--- src/perf_qual_pkg.sv ---
// Constants and helpers for the cache and bus-queue event qualifier
package perf_qual_pkg;
  localparam int ADDR_W = 4;
  localparam int DATA_W = 32;
  localparam int MASK_W = 16;
  localparam int REQ_W = 5;

  // Register byte addresses
  localparam logic [ADDR_W-1:0] CREF_MASK_ADDR = 4'h0;
  localparam logic [ADDR_W-1:0] ALLOC_MASK_ADDR = 4'h4;
  localparam logic [ADDR_W-1:0] CREF_COUNT_ADDR = 4'h8;
  localparam logic [ADDR_W-1:0] ALLOC_COUNT_ADDR = 4'hC;

  localparam logic [MASK_W-1:0] MASK_RESET = 16'h0000;
  localparam logic [DATA_W-1:0] COUNT_RESET = 32'h00000000;
  localparam logic [DATA_W-1:0] COUNT_ONE = 32'h00000001;

  // Cache-reference mask bit positions
  localparam int CREF_L2_HIT_S = 0;
  localparam int CREF_L3_HIT_S = 3;
  localparam int CREF_L2_MISS = 8;
  localparam int CREF_L3_MISS = 9;
  localparam int CREF_L2_WB_MISS = 10;

  // Bus-queue allocation mask field positions
  localparam int ALLOC_REQ_LO = 0;
  localparam int ALLOC_ALL_READ = 5;
  localparam int ALLOC_ALL_WRITE = 6;
  localparam int ALLOC_MEM_LO = 7;
  localparam int ALLOC_AGENT_LO = 13;
  localparam int ALLOC_READ_DEMAND = 15;

  // Line state codes from the cache pipeline
  typedef enum logic [1:0] {
    LINE_SHARED = 2'b00,
    LINE_EXCLUSIVE = 2'b01,
    LINE_MODIFIED = 2'b10,
    LINE_INVALID = 2'b11
  } line_state_type;

  // Any selected bit in a field matches the one-hot attribute
  function automatic logic field_match(input logic [REQ_W-1:0] sel, input logic [REQ_W-1:0] attr);
    field_match = |(sel & attr);
  endfunction

  function automatic logic [DATA_W-1:0] bump(input logic [DATA_W-1:0] v);
    bump = v + COUNT_ONE;
  endfunction
endpackage

--- src/alloc_qualifier.sv ---
// Qualification expression for bus-queue allocation entries
`timescale 1ns/10ps
module alloc_qualifier (
  input wire logic [perf_qual_pkg::MASK_W-1:0] mask,
  input wire logic [perf_qual_pkg::REQ_W-1:0] req_type,
  input wire logic is_read,
  input wire logic is_write,
  input wire logic read_demand,
  input wire logic [1:0] mem_type,
  input wire logic [1:0] src_agent,
  output logic qualify
);
  import perf_qual_pkg::*;

  logic req_hit;
  logic mem_hit;
  logic agent_hit;
  logic demand_ok;

  always_comb begin
    // Several bits set in one field OR their selections
    req_hit = field_match(mask[ALLOC_REQ_LO +: REQ_W], req_type);
    mem_hit = field_match({3'h0, mask[ALLOC_MEM_LO +: 2]}, {3'h0, mem_type});
    agent_hit = field_match({3'h0, mask[ALLOC_AGENT_LO +: 2]}, {3'h0, src_agent});
    // Demand filter only narrows reads; writes pass untouched
    demand_ok = !(mask[ALLOC_READ_DEMAND] && is_read && !read_demand);
    qualify = (req_hit || (mask[ALLOC_ALL_READ] && is_read) || (mask[ALLOC_ALL_WRITE] && is_write)
      || mem_hit) && agent_hit && demand_ok;
  end
endmodule // alloc_qualifier

--- src/cache_bus_event_qualifier.sv ---
// Cache-reference and bus-queue allocation event qualifier with counters
//
// Contract
// - Cache mask bits 0,1,2 count L2 read hits to shared, exclusive, modified lines.
// - Cache mask bits 3,4,5 count L3 read hits to shared, exclusive, modified lines.
// - Cache mask bit 8 counts L2 read misses; bit 9 counts L3 read misses.
// - Cache mask bit 10 counts writeback lookups missing the L2 cache.
// - Loads and ownership requests are both read-type accesses.
// - Prefetch or hit status is taken as seen in the evaluating cycle.
// - Allocation count rises once per qualifying bus queue allocation.
// - Sector or chunk allocations each count exactly once.
// - Every retry of a request is a fresh allocation and counts again.
// - Allocation mask bits 0-4 are one request-type field; set bits OR together.
// - Allocation mask bits 7 and 8 qualify target memory type.
// - Allocation mask bits 13 and 14 qualify the source agent.
// - Allocation mask bit 15 affects read transactions only.
// - Count when (request OR bit5 OR bit6 OR memory type) AND source agent.
// - Cache references are counted as seen at the bus unit.
`timescale 1ns/10ps
module cache_bus_event_qualifier (
  input wire logic mclk,
  input wire logic nrst,
  input wire logic [perf_qual_pkg::ADDR_W-1:0] reg_addr,
  input wire logic [perf_qual_pkg::DATA_W-1:0] reg_wdata,
  input wire logic reg_wr,
  input wire logic reg_rd,
  output logic [perf_qual_pkg::DATA_W-1:0] reg_rdata,
  input wire logic cref_valid,
  input wire logic cref_is_load,
  input wire logic cref_is_ownership,
  input wire logic cref_is_writeback,
  input wire logic cref_is_l3,
  input wire logic cref_hit,
  input wire logic [1:0] cref_line_state,
  input wire logic alloc_valid,
  input wire logic [perf_qual_pkg::REQ_W-1:0] alloc_req_type,
  input wire logic alloc_is_read,
  input wire logic alloc_is_write,
  input wire logic alloc_read_demand,
  input wire logic [1:0] alloc_mem_type,
  input wire logic [1:0] alloc_src_agent,
  output logic cref_event_q,
  output logic alloc_event_q
);
  import perf_qual_pkg::*;

  logic [MASK_W-1:0] cref_mask_q;
  logic [MASK_W-1:0] alloc_mask_q;
  logic [DATA_W-1:0] cref_count_q;
  logic [DATA_W-1:0] alloc_count_q;
  logic [DATA_W-1:0] reg_rdata_q;
  logic cref_read;
  logic cref_sel;
  logic alloc_qual;
  logic alloc_sel;
  logic cref_count_wr;
  logic alloc_count_wr;
  logic [1:0] hit_base;

  assign reg_rdata = reg_rdata_q;

  // Cache-reference classification, taken from the event as it stands now
  always_comb begin
    cref_read = cref_is_load || cref_is_ownership;
    hit_base = 2'b00;
    cref_sel = 1'b0;
    if (cref_valid) begin
      if (cref_is_writeback) begin
        cref_sel = !cref_is_l3 && !cref_hit && cref_mask_q[CREF_L2_WB_MISS];
      end else if (cref_read && !cref_hit) begin
        cref_sel = cref_is_l3 ? cref_mask_q[CREF_L3_MISS] : cref_mask_q[CREF_L2_MISS];
      end else if (cref_read) begin
        case (line_state_type'(cref_line_state))
          LINE_SHARED: hit_base = 2'h0;
          LINE_EXCLUSIVE: hit_base = 2'h1;
          LINE_MODIFIED: hit_base = 2'h2;
          default: hit_base = 2'h3;
        endcase
        if (hit_base != 2'h3) begin
          if (cref_is_l3) begin
            cref_sel = cref_mask_q[CREF_L3_HIT_S + int'(hit_base)];
          end else begin
            cref_sel = cref_mask_q[CREF_L2_HIT_S + int'(hit_base)];
          end
        end
      end
    end
  end

  alloc_qualifier u_alloc_qualifier (
    .mask(alloc_mask_q),
    .req_type(alloc_req_type),
    .is_read(alloc_is_read),
    .is_write(alloc_is_write),
    .read_demand(alloc_read_demand),
    .mem_type(alloc_mem_type),
    .src_agent(alloc_src_agent),
    .qualify(alloc_qual)
  );

  // Retries arrive as new allocations; size is not an input at all
  assign alloc_sel = alloc_valid && alloc_qual;

  assign cref_count_wr = reg_wr && (reg_addr == CREF_COUNT_ADDR);
  assign alloc_count_wr = reg_wr && (reg_addr == ALLOC_COUNT_ADDR);

  // Mask registers
  always_ff @(posedge mclk) begin
    if (!nrst) begin
      cref_mask_q <= MASK_RESET;
      alloc_mask_q <= MASK_RESET;
    end else if (reg_wr) begin
      if (reg_addr == CREF_MASK_ADDR) begin
        cref_mask_q <= reg_wdata[MASK_W-1:0];
      end
      if (reg_addr == ALLOC_MASK_ADDR) begin
        alloc_mask_q <= reg_wdata[MASK_W-1:0];
      end
    end
  end

  // Counters; a software load takes priority over an increment
  always_ff @(posedge mclk) begin
    if (!nrst) begin
      cref_count_q <= COUNT_RESET;
    end else if (cref_count_wr) begin
      cref_count_q <= reg_wdata;
    end else if (cref_sel) begin
      cref_count_q <= bump(cref_count_q);
    end
  end

  always_ff @(posedge mclk) begin
    if (!nrst) begin
      alloc_count_q <= COUNT_RESET;
    end else if (alloc_count_wr) begin
      alloc_count_q <= reg_wdata;
    end else if (alloc_sel) begin
      alloc_count_q <= bump(alloc_count_q);
    end
  end

  // Event pulses, one cycle after qualification
  always_ff @(posedge mclk) begin
    if (!nrst) begin
      cref_event_q <= 1'b0;
      alloc_event_q <= 1'b0;
    end else begin
      cref_event_q <= cref_sel;
      alloc_event_q <= alloc_sel;
    end
  end

  // Read data valid only in the cycle after the strobe; unmapped reads zero
  always_ff @(posedge mclk) begin
    if (!nrst) begin
      reg_rdata_q <= COUNT_RESET;
    end else if (reg_rd) begin
      case (reg_addr)
        CREF_MASK_ADDR: reg_rdata_q <= {{(DATA_W-MASK_W){1'b0}}, cref_mask_q};
        ALLOC_MASK_ADDR: reg_rdata_q <= {{(DATA_W-MASK_W){1'b0}}, alloc_mask_q};
        CREF_COUNT_ADDR: reg_rdata_q <= cref_count_q;
        ALLOC_COUNT_ADDR: reg_rdata_q <= alloc_count_q;
        default: reg_rdata_q <= COUNT_RESET;
      endcase
    end else begin
      reg_rdata_q <= COUNT_RESET;
    end
  end

  a_cref_count_step: assert property (@(posedge mclk) disable iff (!nrst)
    (cref_sel && !cref_count_wr) |=> (cref_count_q == $past(cref_count_q) + COUNT_ONE))
    else $error("cache count did not step by one");

  a_cref_count_hold: assert property (@(posedge mclk) disable iff (!nrst)
    (!cref_sel && !cref_count_wr) |=> $stable(cref_count_q))
    else $error("cache count moved without event");

  a_l2_hit_shared: assert property (@(posedge mclk) disable iff (!nrst)
    (cref_valid && cref_is_load && !cref_is_writeback && cref_hit && !cref_is_l3
     && cref_line_state == 2'b00 && cref_mask_q[0]) |-> cref_sel)
    else $error("L2 shared hit not selected");

  a_l3_hit_modified: assert property (@(posedge mclk) disable iff (!nrst)
    (cref_valid && cref_is_ownership && !cref_is_writeback && cref_hit && cref_is_l3
     && cref_line_state == 2'b10) |-> (cref_sel == cref_mask_q[5]))
    else $error("L3 modified hit selection wrong");

  a_read_misses: assert property (@(posedge mclk) disable iff (!nrst)
    (cref_valid && cref_is_load && !cref_is_writeback && !cref_hit)
    |-> (cref_sel == (cref_is_l3 ? cref_mask_q[9] : cref_mask_q[8])))
    else $error("read miss selection wrong");

  a_wb_miss_sel: assert property (@(posedge mclk) disable iff (!nrst)
    (cref_valid && cref_is_writeback && !cref_is_l3 && !cref_hit)
    |-> (cref_sel == cref_mask_q[10]))
    else $error("writeback miss selection wrong");

  a_nonread_idle: assert property (@(posedge mclk) disable iff (!nrst)
    (cref_valid && !cref_is_load && !cref_is_ownership && !cref_is_writeback) |-> !cref_sel)
    else $error("non-read access counted");

  a_alloc_step: assert property (@(posedge mclk) disable iff (!nrst)
    (alloc_valid && alloc_qual && !alloc_count_wr)
    |=> (alloc_count_q == $past(alloc_count_q) + COUNT_ONE) && alloc_event_q)
    else $error("allocation count did not step");

  a_agent_gate: assert property (@(posedge mclk) disable iff (!nrst)
    (alloc_valid && !(|(alloc_mask_q[14:13] & alloc_src_agent)) && !alloc_count_wr)
    |=> $stable(alloc_count_q))
    else $error("allocation counted without agent match");

  a_all_read_term: assert property (@(posedge mclk) disable iff (!nrst)
    (alloc_valid && alloc_is_read && alloc_mask_q[5] && !alloc_mask_q[15]
     && |(alloc_mask_q[14:13] & alloc_src_agent)) |-> alloc_sel)
    else $error("read entry not counted with bit 5");

  a_read_data: assert property (@(posedge mclk) disable iff (!nrst)
    (reg_rd && reg_addr == ALLOC_MASK_ADDR && !reg_wr)
    |=> (reg_rdata == {16'h0000, $past(alloc_mask_q)}))
    else $error("mask readback wrong");

  a_l2_hit_excl: assert property (@(posedge mclk) disable iff (!nrst)
    (cref_valid && (cref_is_load || cref_is_ownership) && !cref_is_writeback && cref_hit
     && !cref_is_l3 && cref_line_state == 2'b01)
    |-> (cref_sel == cref_mask_q[CREF_L2_HIT_S + 1]))
    else $error("L2 exclusive hit selection wrong");

  a_l2_hit_mod: assert property (@(posedge mclk) disable iff (!nrst)
    (cref_valid && (cref_is_load || cref_is_ownership) && !cref_is_writeback && cref_hit
     && !cref_is_l3 && cref_line_state == 2'b10)
    |-> (cref_sel == cref_mask_q[CREF_L2_HIT_S + 2]))
    else $error("L2 modified hit selection wrong");

  a_l3_hit_shared: assert property (@(posedge mclk) disable iff (!nrst)
    (cref_valid && (cref_is_load || cref_is_ownership) && !cref_is_writeback && cref_hit
     && cref_is_l3 && cref_line_state == 2'b00)
    |-> (cref_sel == cref_mask_q[CREF_L3_HIT_S]))
    else $error("L3 shared hit selection wrong");

  a_l3_hit_excl: assert property (@(posedge mclk) disable iff (!nrst)
    (cref_valid && (cref_is_load || cref_is_ownership) && !cref_is_writeback && cref_hit
     && cref_is_l3 && cref_line_state == 2'b01)
    |-> (cref_sel == cref_mask_q[CREF_L3_HIT_S + 1]))
    else $error("L3 exclusive hit selection wrong");

  a_invalid_line: assert property (@(posedge mclk) disable iff (!nrst)
    (cref_valid && (cref_is_load || cref_is_ownership) && !cref_is_writeback && cref_hit
     && cref_line_state == 2'b11) |-> !cref_sel)
    else $error("hit on invalid line counted");

  a_ownership_miss: assert property (@(posedge mclk) disable iff (!nrst)
    (cref_valid && cref_is_ownership && !cref_is_writeback && !cref_hit)
    |-> (cref_sel == (cref_is_l3 ? cref_mask_q[CREF_L3_MISS] : cref_mask_q[CREF_L2_MISS])))
    else $error("ownership miss selection wrong");

  a_wb_other_idle: assert property (@(posedge mclk) disable iff (!nrst)
    (cref_valid && cref_is_writeback && (cref_is_l3 || cref_hit)) |-> !cref_sel)
    else $error("writeback hit or L3 writeback counted");

  a_idle_no_count: assert property (@(posedge mclk) disable iff (!nrst)
    !cref_valid |-> !cref_sel)
    else $error("cache event selected without valid");

  a_cref_pulse: assert property (@(posedge mclk) disable iff (!nrst)
    cref_sel |=> cref_event_q)
    else $error("cache event pulse missing");

  a_cref_quiet: assert property (@(posedge mclk) disable iff (!nrst)
    !cref_sel |=> !cref_event_q)
    else $error("cache event pulse without event");

  a_alloc_quiet: assert property (@(posedge mclk) disable iff (!nrst)
    !alloc_sel |=> !alloc_event_q)
    else $error("allocation pulse without event");

  a_alloc_hold: assert property (@(posedge mclk) disable iff (!nrst)
    (!alloc_valid && !alloc_count_wr) |=> $stable(alloc_count_q))
    else $error("allocation count moved without valid");

  a_req_field: assert property (@(posedge mclk) disable iff (!nrst)
    (alloc_valid && |(alloc_mask_q[ALLOC_REQ_LO +: REQ_W] & alloc_req_type)
     && |(alloc_mask_q[ALLOC_AGENT_LO +: 2] & alloc_src_agent)
     && !(alloc_mask_q[ALLOC_READ_DEMAND] && alloc_is_read && !alloc_read_demand))
    |-> alloc_sel)
    else $error("request type match not counted");

  a_mem_field: assert property (@(posedge mclk) disable iff (!nrst)
    (alloc_valid && |(alloc_mask_q[ALLOC_MEM_LO +: 2] & alloc_mem_type)
     && |(alloc_mask_q[ALLOC_AGENT_LO +: 2] & alloc_src_agent)
     && !(alloc_mask_q[ALLOC_READ_DEMAND] && alloc_is_read && !alloc_read_demand))
    |-> alloc_sel)
    else $error("memory type match not counted");

  a_all_write_term: assert property (@(posedge mclk) disable iff (!nrst)
    (alloc_valid && alloc_is_write && !alloc_is_read && alloc_mask_q[ALLOC_ALL_WRITE]
     && |(alloc_mask_q[ALLOC_AGENT_LO +: 2] & alloc_src_agent)) |-> alloc_sel)
    else $error("write entry not counted with bit 6");

  a_demand_filter: assert property (@(posedge mclk) disable iff (!nrst)
    (alloc_valid && alloc_is_read && alloc_mask_q[ALLOC_READ_DEMAND] && !alloc_read_demand)
    |-> !alloc_sel)
    else $error("non-demand read counted under bit 15");

  a_count_load: assert property (@(posedge mclk) disable iff (!nrst)
    cref_count_wr |=> (cref_count_q == $past(reg_wdata)))
    else $error("cache count load wrong");

  a_rdata_idle: assert property (@(posedge mclk) disable iff (!nrst)
    !reg_rd |=> (reg_rdata == COUNT_RESET))
    else $error("read data not zero without read");
endmodule // cache_bus_event_qualifier

--- config.mk ---
export PLATFORM = sky130hd
export DESIGN_NAME = cache_bus_event_qualifier
export DESIGN_NICKNAME = d
export VERILOG_FILES = /design/src/perf_qual_pkg.sv /design/src/alloc_qualifier.sv /design/src/cache_bus_event_qualifier.sv
export SDC_FILE = /design/constraint.sdc
export NUM_CORES = 1
export LEC_CHECK = 0
export ABC_AREA = 1
export BUFFER_PORTS_ARGS = -buffer_cell sky130_fd_sc_hd__buf_2
export CAP_MARGIN = 30
export CORE_MARGIN = 2
export CORE_UTILIZATION = 26
export DETAILED_ROUTE_END_ITERATION = 10
export PLACE_DENSITY = 0.4
export SLEW_MARGIN = 10
export SYNTH_ARGS = -nofsm -noshare
export SYNTH_HDL_FRONTEND = slang
export SYNTH_SLANG_ARGS = --single-unit
--- constraint.sdc ---
create_clock -name mclk -period 5.5 [get_ports mclk]
set_clock_uncertainty 0.2 [all_clocks]
set_input_delay 0.55 -clock mclk [delete_from_list [all_inputs] [get_ports mclk]]
set_output_delay 0.55 -clock mclk [all_outputs]
set_load 0.01 [all_outputs]
Word-level counts from Yosys, hierarchy flattened. Index checks and enable logic that the tools add are counted.

Bits in registers: 130. Output and inout port bits: 34. Logic and storage cells: 73.

Add/subtract/negate cells: 3. $lt $le $gt $ge: 2. Eq/ne operators: 6. Muxes and demuxes: 22. Bitwise operators: 3. Reduce and logical (&&, ||, !) cells: 30.

Operators with widths (count): two-way mux 32 bit (4); one-hot mux 32 bit (4 select lines) (1); adder 32 x 1 -> 32 bit (second input constant) (2); OR reduction 5 bit (3); logical AND 1 bit (12); two-way mux 1 bit (10); == test 4 bit (second input constant) (2); two-way mux 2 bit (4); one-hot mux 2 bit (3 select lines) (1); AND reduction 2 bit (3); AND 5 bit (1); less-than comparator 2 x 5 -> 1 bit (second input constant) (1); less-than comparator 3 x 5 -> 1 bit (second input constant) (1); AND 2 bit (2); binary-select mux 1 bit (select 4 bit) (1); == test 4 x 3 -> 1 bit (second input constant) (1); zero test 1 bit (4); zero test 4 bit (1); logical OR 1 bit (4); nonzero test 2 bit (2); adder 2 x 2 -> 3 bit (first input constant) (1); binary-select mux 1 bit (select 2 bit) (1); == test 2 x 1 -> 1 bit (second input constant) (1); == test 2 bit (second input constant) (1); other kinds (2) (2).

Logic depth before layout (Yosys ltp).
Depth after elaboration: 18. Depth in mapped cells: 14. Gate-level depth less buffers: 13.

Cells and area by module. Synthesis repeated with hierarchy kept, for this count alone.

Cells, all modules: 1137. Area total of the unflattened synthesis: 7277.0 µm².

Modules (own cells, without submodules): cache_bus_event_qualifier (times used 1, cells an instance 1111, area each 7176.9 µm², seq. area each 2602.5 µm²); alloc_qualifier (times used 1, cells an instance 26, area each 100.1 µm², seq. area each 0.0 µm²).

Worst setup path after synthesis. No wires, ideal clock.

Kind: input port to flip-flop. Start point: input port cref_line_state[0]. End point: register cref_count_q[23]. Arrival time: 1801 ps. Data required time: 5231 ps. Slack: 3430 ps. Stages: 13. Path through: inv_2 > ha_1 > inv_1 > nand3_1 > nand3_1 > nand2_1 > nand2_1 > nand2_1 > nand2_2 > nand2_4 > buf_2 > nand3_1 > a21oi_2.

Cells in the longest elaborated chain, start to end: 17. Elaborated cells on any way between the ends: 22.

RTL lines: start: declaration (line cache_bus_event_qualifier.sv:34) `input wire logic [1:0] cref_line_state,`; == test 2 bit (tied with other cells) (line cache_bus_event_qualifier.sv:73) `case (line_state_type'(cref_line_state))`; one-hot mux 2 bit (3 select lines) * (line cache_bus_event_qualifier.sv:73); two-way mux 2 bit * (line cache_bus_event_qualifier.sv:72) `end else if (cref_read) begin`; two-way mux 2 bit * (line cache_bus_event_qualifier.sv:70) `end else if (cref_read && !cref_hit) begin`; two-way mux 2 bit * (line cache_bus_event_qualifier.sv:68) `if (cref_is_writeback) begin`; two-way mux 2 bit * (line cache_bus_event_qualifier.sv:67) `if (cref_valid) begin`; adder 2 x 2 -> 3 bit (line cache_bus_event_qualifier.sv:81) `cref_sel = cref_mask_q[CREF_L3_HIT_S + int'(hit_base)];`; binary-select mux 1 bit (select 4 bit) (line cache_bus_event_qualifier.sv:81); two-way mux 1 bit (not written as such) (2 in series) (line cache_bus_event_qualifier.sv:81); two-way mux 1 bit (line cache_bus_event_qualifier.sv:80) `if (cref_is_l3) begin`; two-way mux 1 bit * (line cache_bus_event_qualifier.sv:79) `if (hit_base != 2'h3) begin`; two-way mux 1 bit * (line cache_bus_event_qualifier.sv:72); two-way mux 1 bit * (line cache_bus_event_qualifier.sv:70); two-way mux 1 bit * (line cache_bus_event_qualifier.sv:68); two-way mux 1 bit * (line cache_bus_event_qualifier.sv:67); nonzero test 2 bit (no source line) *; end signal: assignment (line cache_bus_event_qualifier.sv:127) `cref_count_q <= reg_wdata;`; end signal: assignment (line cache_bus_event_qualifier.sv:129) `cref_count_q <= bump(cref_count_q);`; end: declaration (line cache_bus_event_qualifier.sv:49) `logic [DATA_W-1:0] cref_count_q;`.

Every way passes the cells marked *; elsewhere a longest branch is shown, timed or not. The select of a mux whose other input is x is not followed. A chain may end at the register's enable or synchronous reset.

Final worst setup path.
Start point: input port reg_addr[2] in the netlist's numbering. End point: register alloc_mask_q[2].

Cells in the longest elaborated chain, start to end: 2.

RTL lines: start: declaration (line cache_bus_event_qualifier.sv:23) `input wire logic [perf_qual_pkg::ADDR_W-1:0] reg_addr,`; == test 4 x 3 -> 1 bit (line cache_bus_event_qualifier.sv:116) `if (reg_addr == ALLOC_MASK_ADDR) begin`; AND reduction 2 bit (no source line); end signal: assignment (line cache_bus_event_qualifier.sv:117) `alloc_mask_q <= reg_wdata[MASK_W-1:0];`; end: declaration (line cache_bus_event_qualifier.sv:48) `logic [MASK_W-1:0] alloc_mask_q;`.

No other way between the ends.

==> metrics.md <==
| Metric | Value |
|---|---|
| Root buffer cell | clkbuf_16 |
| Initial antenna violation count | 1 |
| DR pass1 iterations | 5 |
| Vias in the first global route | 7579 |
| Sequential cell area fraction in the yosys report | 34.7% |
| H-tree depth | 4 |
| Clock Latency Late Sink | 0.44 ns |
| Io pins | 95 |
| Post-synthesis register bit count | 130 |
| All-Layer GR Usage | 19.9% |
| Share of flip-flops with an asynchronous set or reset | 0% |
| Initial core utilization | 26.3% |
| Port Buffer Count | 94 |
| Setup TNS | 0 ns |
| Crit path max fanout | 24 |
| Sinks on Clock Net | 130 |
| Leak | 0.00335 uW |
| Area grow syn2layout | 17.9% |
| DRC | 0 |
| Post-cts resize count | 0 |
| First-pass GRT wire length | 45900 um |
| CTS tree | done |
| Hold_buf cts | 0 |
| Die height | 174 um |
| Core ar. | 28500 um2 |
| CP Launch Type | primary input |
| Main synth FF type | dfxtp_1 |
| Worst slew pin tran | 0.819 ns |
| Placed Area | 8270 um2 |
| Max Root-Sink Buffers | 2 |
| Post-CTS Setup Inserts | 0 |
| Pins Over Slew Limit | 0 |
| Via density | 4.80 |
| DIE AREA | 30200 um2 |
| Ant. Diodes | 0 |
| Final Hold Viols | 0 |
| Gpl congestion | 0.832 |
| DRT Wirelength | 29700 um |
| Max-slew headroom | 45.3% |
| WP data arrival | 2.60 ns |
| Share of layout cells above drive strength 1 | 14.2% |
| GR Overflow Total | 0 |
| Max VDD drop | 0.172 mV |
| Setup violators final | 0 |
| CTS clk-pin slew, worst paths | 0.06 ns |
| Mapped cell area | 7500 um2 |
| Syn avg cell area | 6.43 um2 |
| Cell Count, Final, Fillers Out | 1630 |
| RSZ-0062 raised after global routing | false |
| Max-Cap Viols | 0 |
| Power Density | 255 nW/um2 |
| Endpoint class of the critical path | register |
| Final instance area | 8850 um2 |
| Inst Count DP | 1598 |
| Post-synth EDFFs | 0 |
| Via count | 7821 |
| Initial DRC count | 602 |
| Warnings from Yosys | 0 |
| Syn_nets | 1233 |
| Worst min path class | in2reg |
| Post-DP HPWL | 22000 um |
| Final core utilization | 31.0% |
| Minimum clock period | 2.45 ns |
| Die Wd | 174 um |
| Setup CP Type | in2reg |
| Pin count of the biggest net entering global routing | 62 |
| Nets | 1300 |
| Hold slack | 0.236 ns |
| Post-synth cell types | 35 |
| DRT antenna net count | 0 |
| Critical path required time | 5.65 ns |
| Final period util | 44.6% |
| Num rows | 62 |
| TritonCTS Buffers | 17 |
| Cell count after synthesis | 1166 |
| Outcome | finished, final reports clean |
| Highest Clock Rate | 0.408 GHz |
| Routed len/inst | 18.2 um |
-- per-layer routing --
metal / wire [um] / global-route usage (%) / vias to the layer above
li1: - / - / 3938
met1: 14300 / 27.5 / 3706
met2: 14100 / 32.9 / 153
met3: 861 / 2.24 / 24
met4: 406 / 5.32 / 0
met5: 0 / 0 / -
-- power breakdown --
group | internal (uW) | switching (uW)
Combinational | 39.2 | 107
Sequential | 950 | 9.14
Clock | 648 | 503
-- state kept, by name, summed over array words and instances, names as in the netlist --
register,count
cref_mask_q,16
alloc_mask_q,16
cref_event_q,1
cref_count_q,32
alloc_event_q,1
reg_rdata,32
alloc_count_q,32
-- kinds of logic (layout without fill, tap and decap cells) --
kind of cell | Yosys count | in the layout | synth area share, %
AOI/OAI and AO/OA | 187 | 187 | 14.2
xor gates and xnor gates | 44 | 44 | 5.14
adders and majority gates | 6 | 6 | 1.00
buffers and inverters | 147 | 227 | 7.94
DFF | 130 | 130 | 34.7
and+or+nand+nor | 652 | 652 | 37.0
-- placed cells by master (no fill, tap or decap), types with 8 or more instances in the layout --
master / instances
buf_2: 94
nand2_2: 13
xor2_1: 39
nand3_1: 97
inv_1: 86
nand4_1: 10
nor3_1: 27
dfxtp_1: 130
a21oi_1: 90
o22ai_1: 15
clkbuf_16: 17
a21oi_2: 10
a31oi_1: 9
buf_4: 8
nor2_1: 89
a221oi_1: 16
o21ai_0: 44
nand2_1: 396
-- synth_stat cells (10+ instances only) --
cell / number / share of area (%)
a21oi_1: 90 / 6.0
a21oi_2: 10 / 1.2
a221oi_1: 16 / 1.9
buf_2: 11 / 0.73
clkbuf_1: 29 / 1.5
dfxtp_1: 130 / 35
inv_1: 87 / 4.4
nand2_1: 396 / 20
nand2_2: 13 / 1.1
nand3_1: 97 / 6.5
nand4_1: 10 / 0.83
nor2_1: 89 / 4.5
nor3_1: 27 / 1.8
o21ai_0: 44 / 2.9
o22ai_1: 15 / 1.3
xor2_1: 39 / 4.6
-- through the flow --
step,setup slack [ns],power (uW)
finish,3.05,2260
global route,2.79,2330
CTS,3.05,2280
detailed placement,2.62,1130
global placement,2.63,1130
floorplan,3.43,1050
-- final timing paths --
path / start / to / slack (ns) / depth (start not counted)
max reg2reg: cref_count_q[0] / cref_count_q[14] / 3.09 / 10
max: reg_addr[2] / alloc_mask_q[2] / 3.05 / 8
min: reg_wdata[19] / alloc_count_q[19] / 0.24 / 3
min reg2reg: cref_mask_q[13] / cref_mask_q[13] / 0.26 / 2
-- layout make-up --
| type | count | area [um2] |
|---|---|---|
| Tap cell | 384 | 480 |
| Clock inverter | 14 | 141 |
| Sequential cell | 130 | 2600 |
| Multi-Input combinational cell | 889 | 4300 |
| Inverter | 93 | 349 |
| Clock buffer | 18 | 439 |
| Timing Repair Buffer | 102 | 531 |
| Fill cell | 3317 | 19700 |
-- worst max-delay path, cell delays in order --
cell,delay (ns)
buf_2,0.11
inv_1,0.11
nor2_1,0.06
nand2_2,0.21
clkinv_1,0.45
nand2_1,0.79
o21ai_0,0.15
a21oi_1,0.15
(Power assumes the default switching activity.)
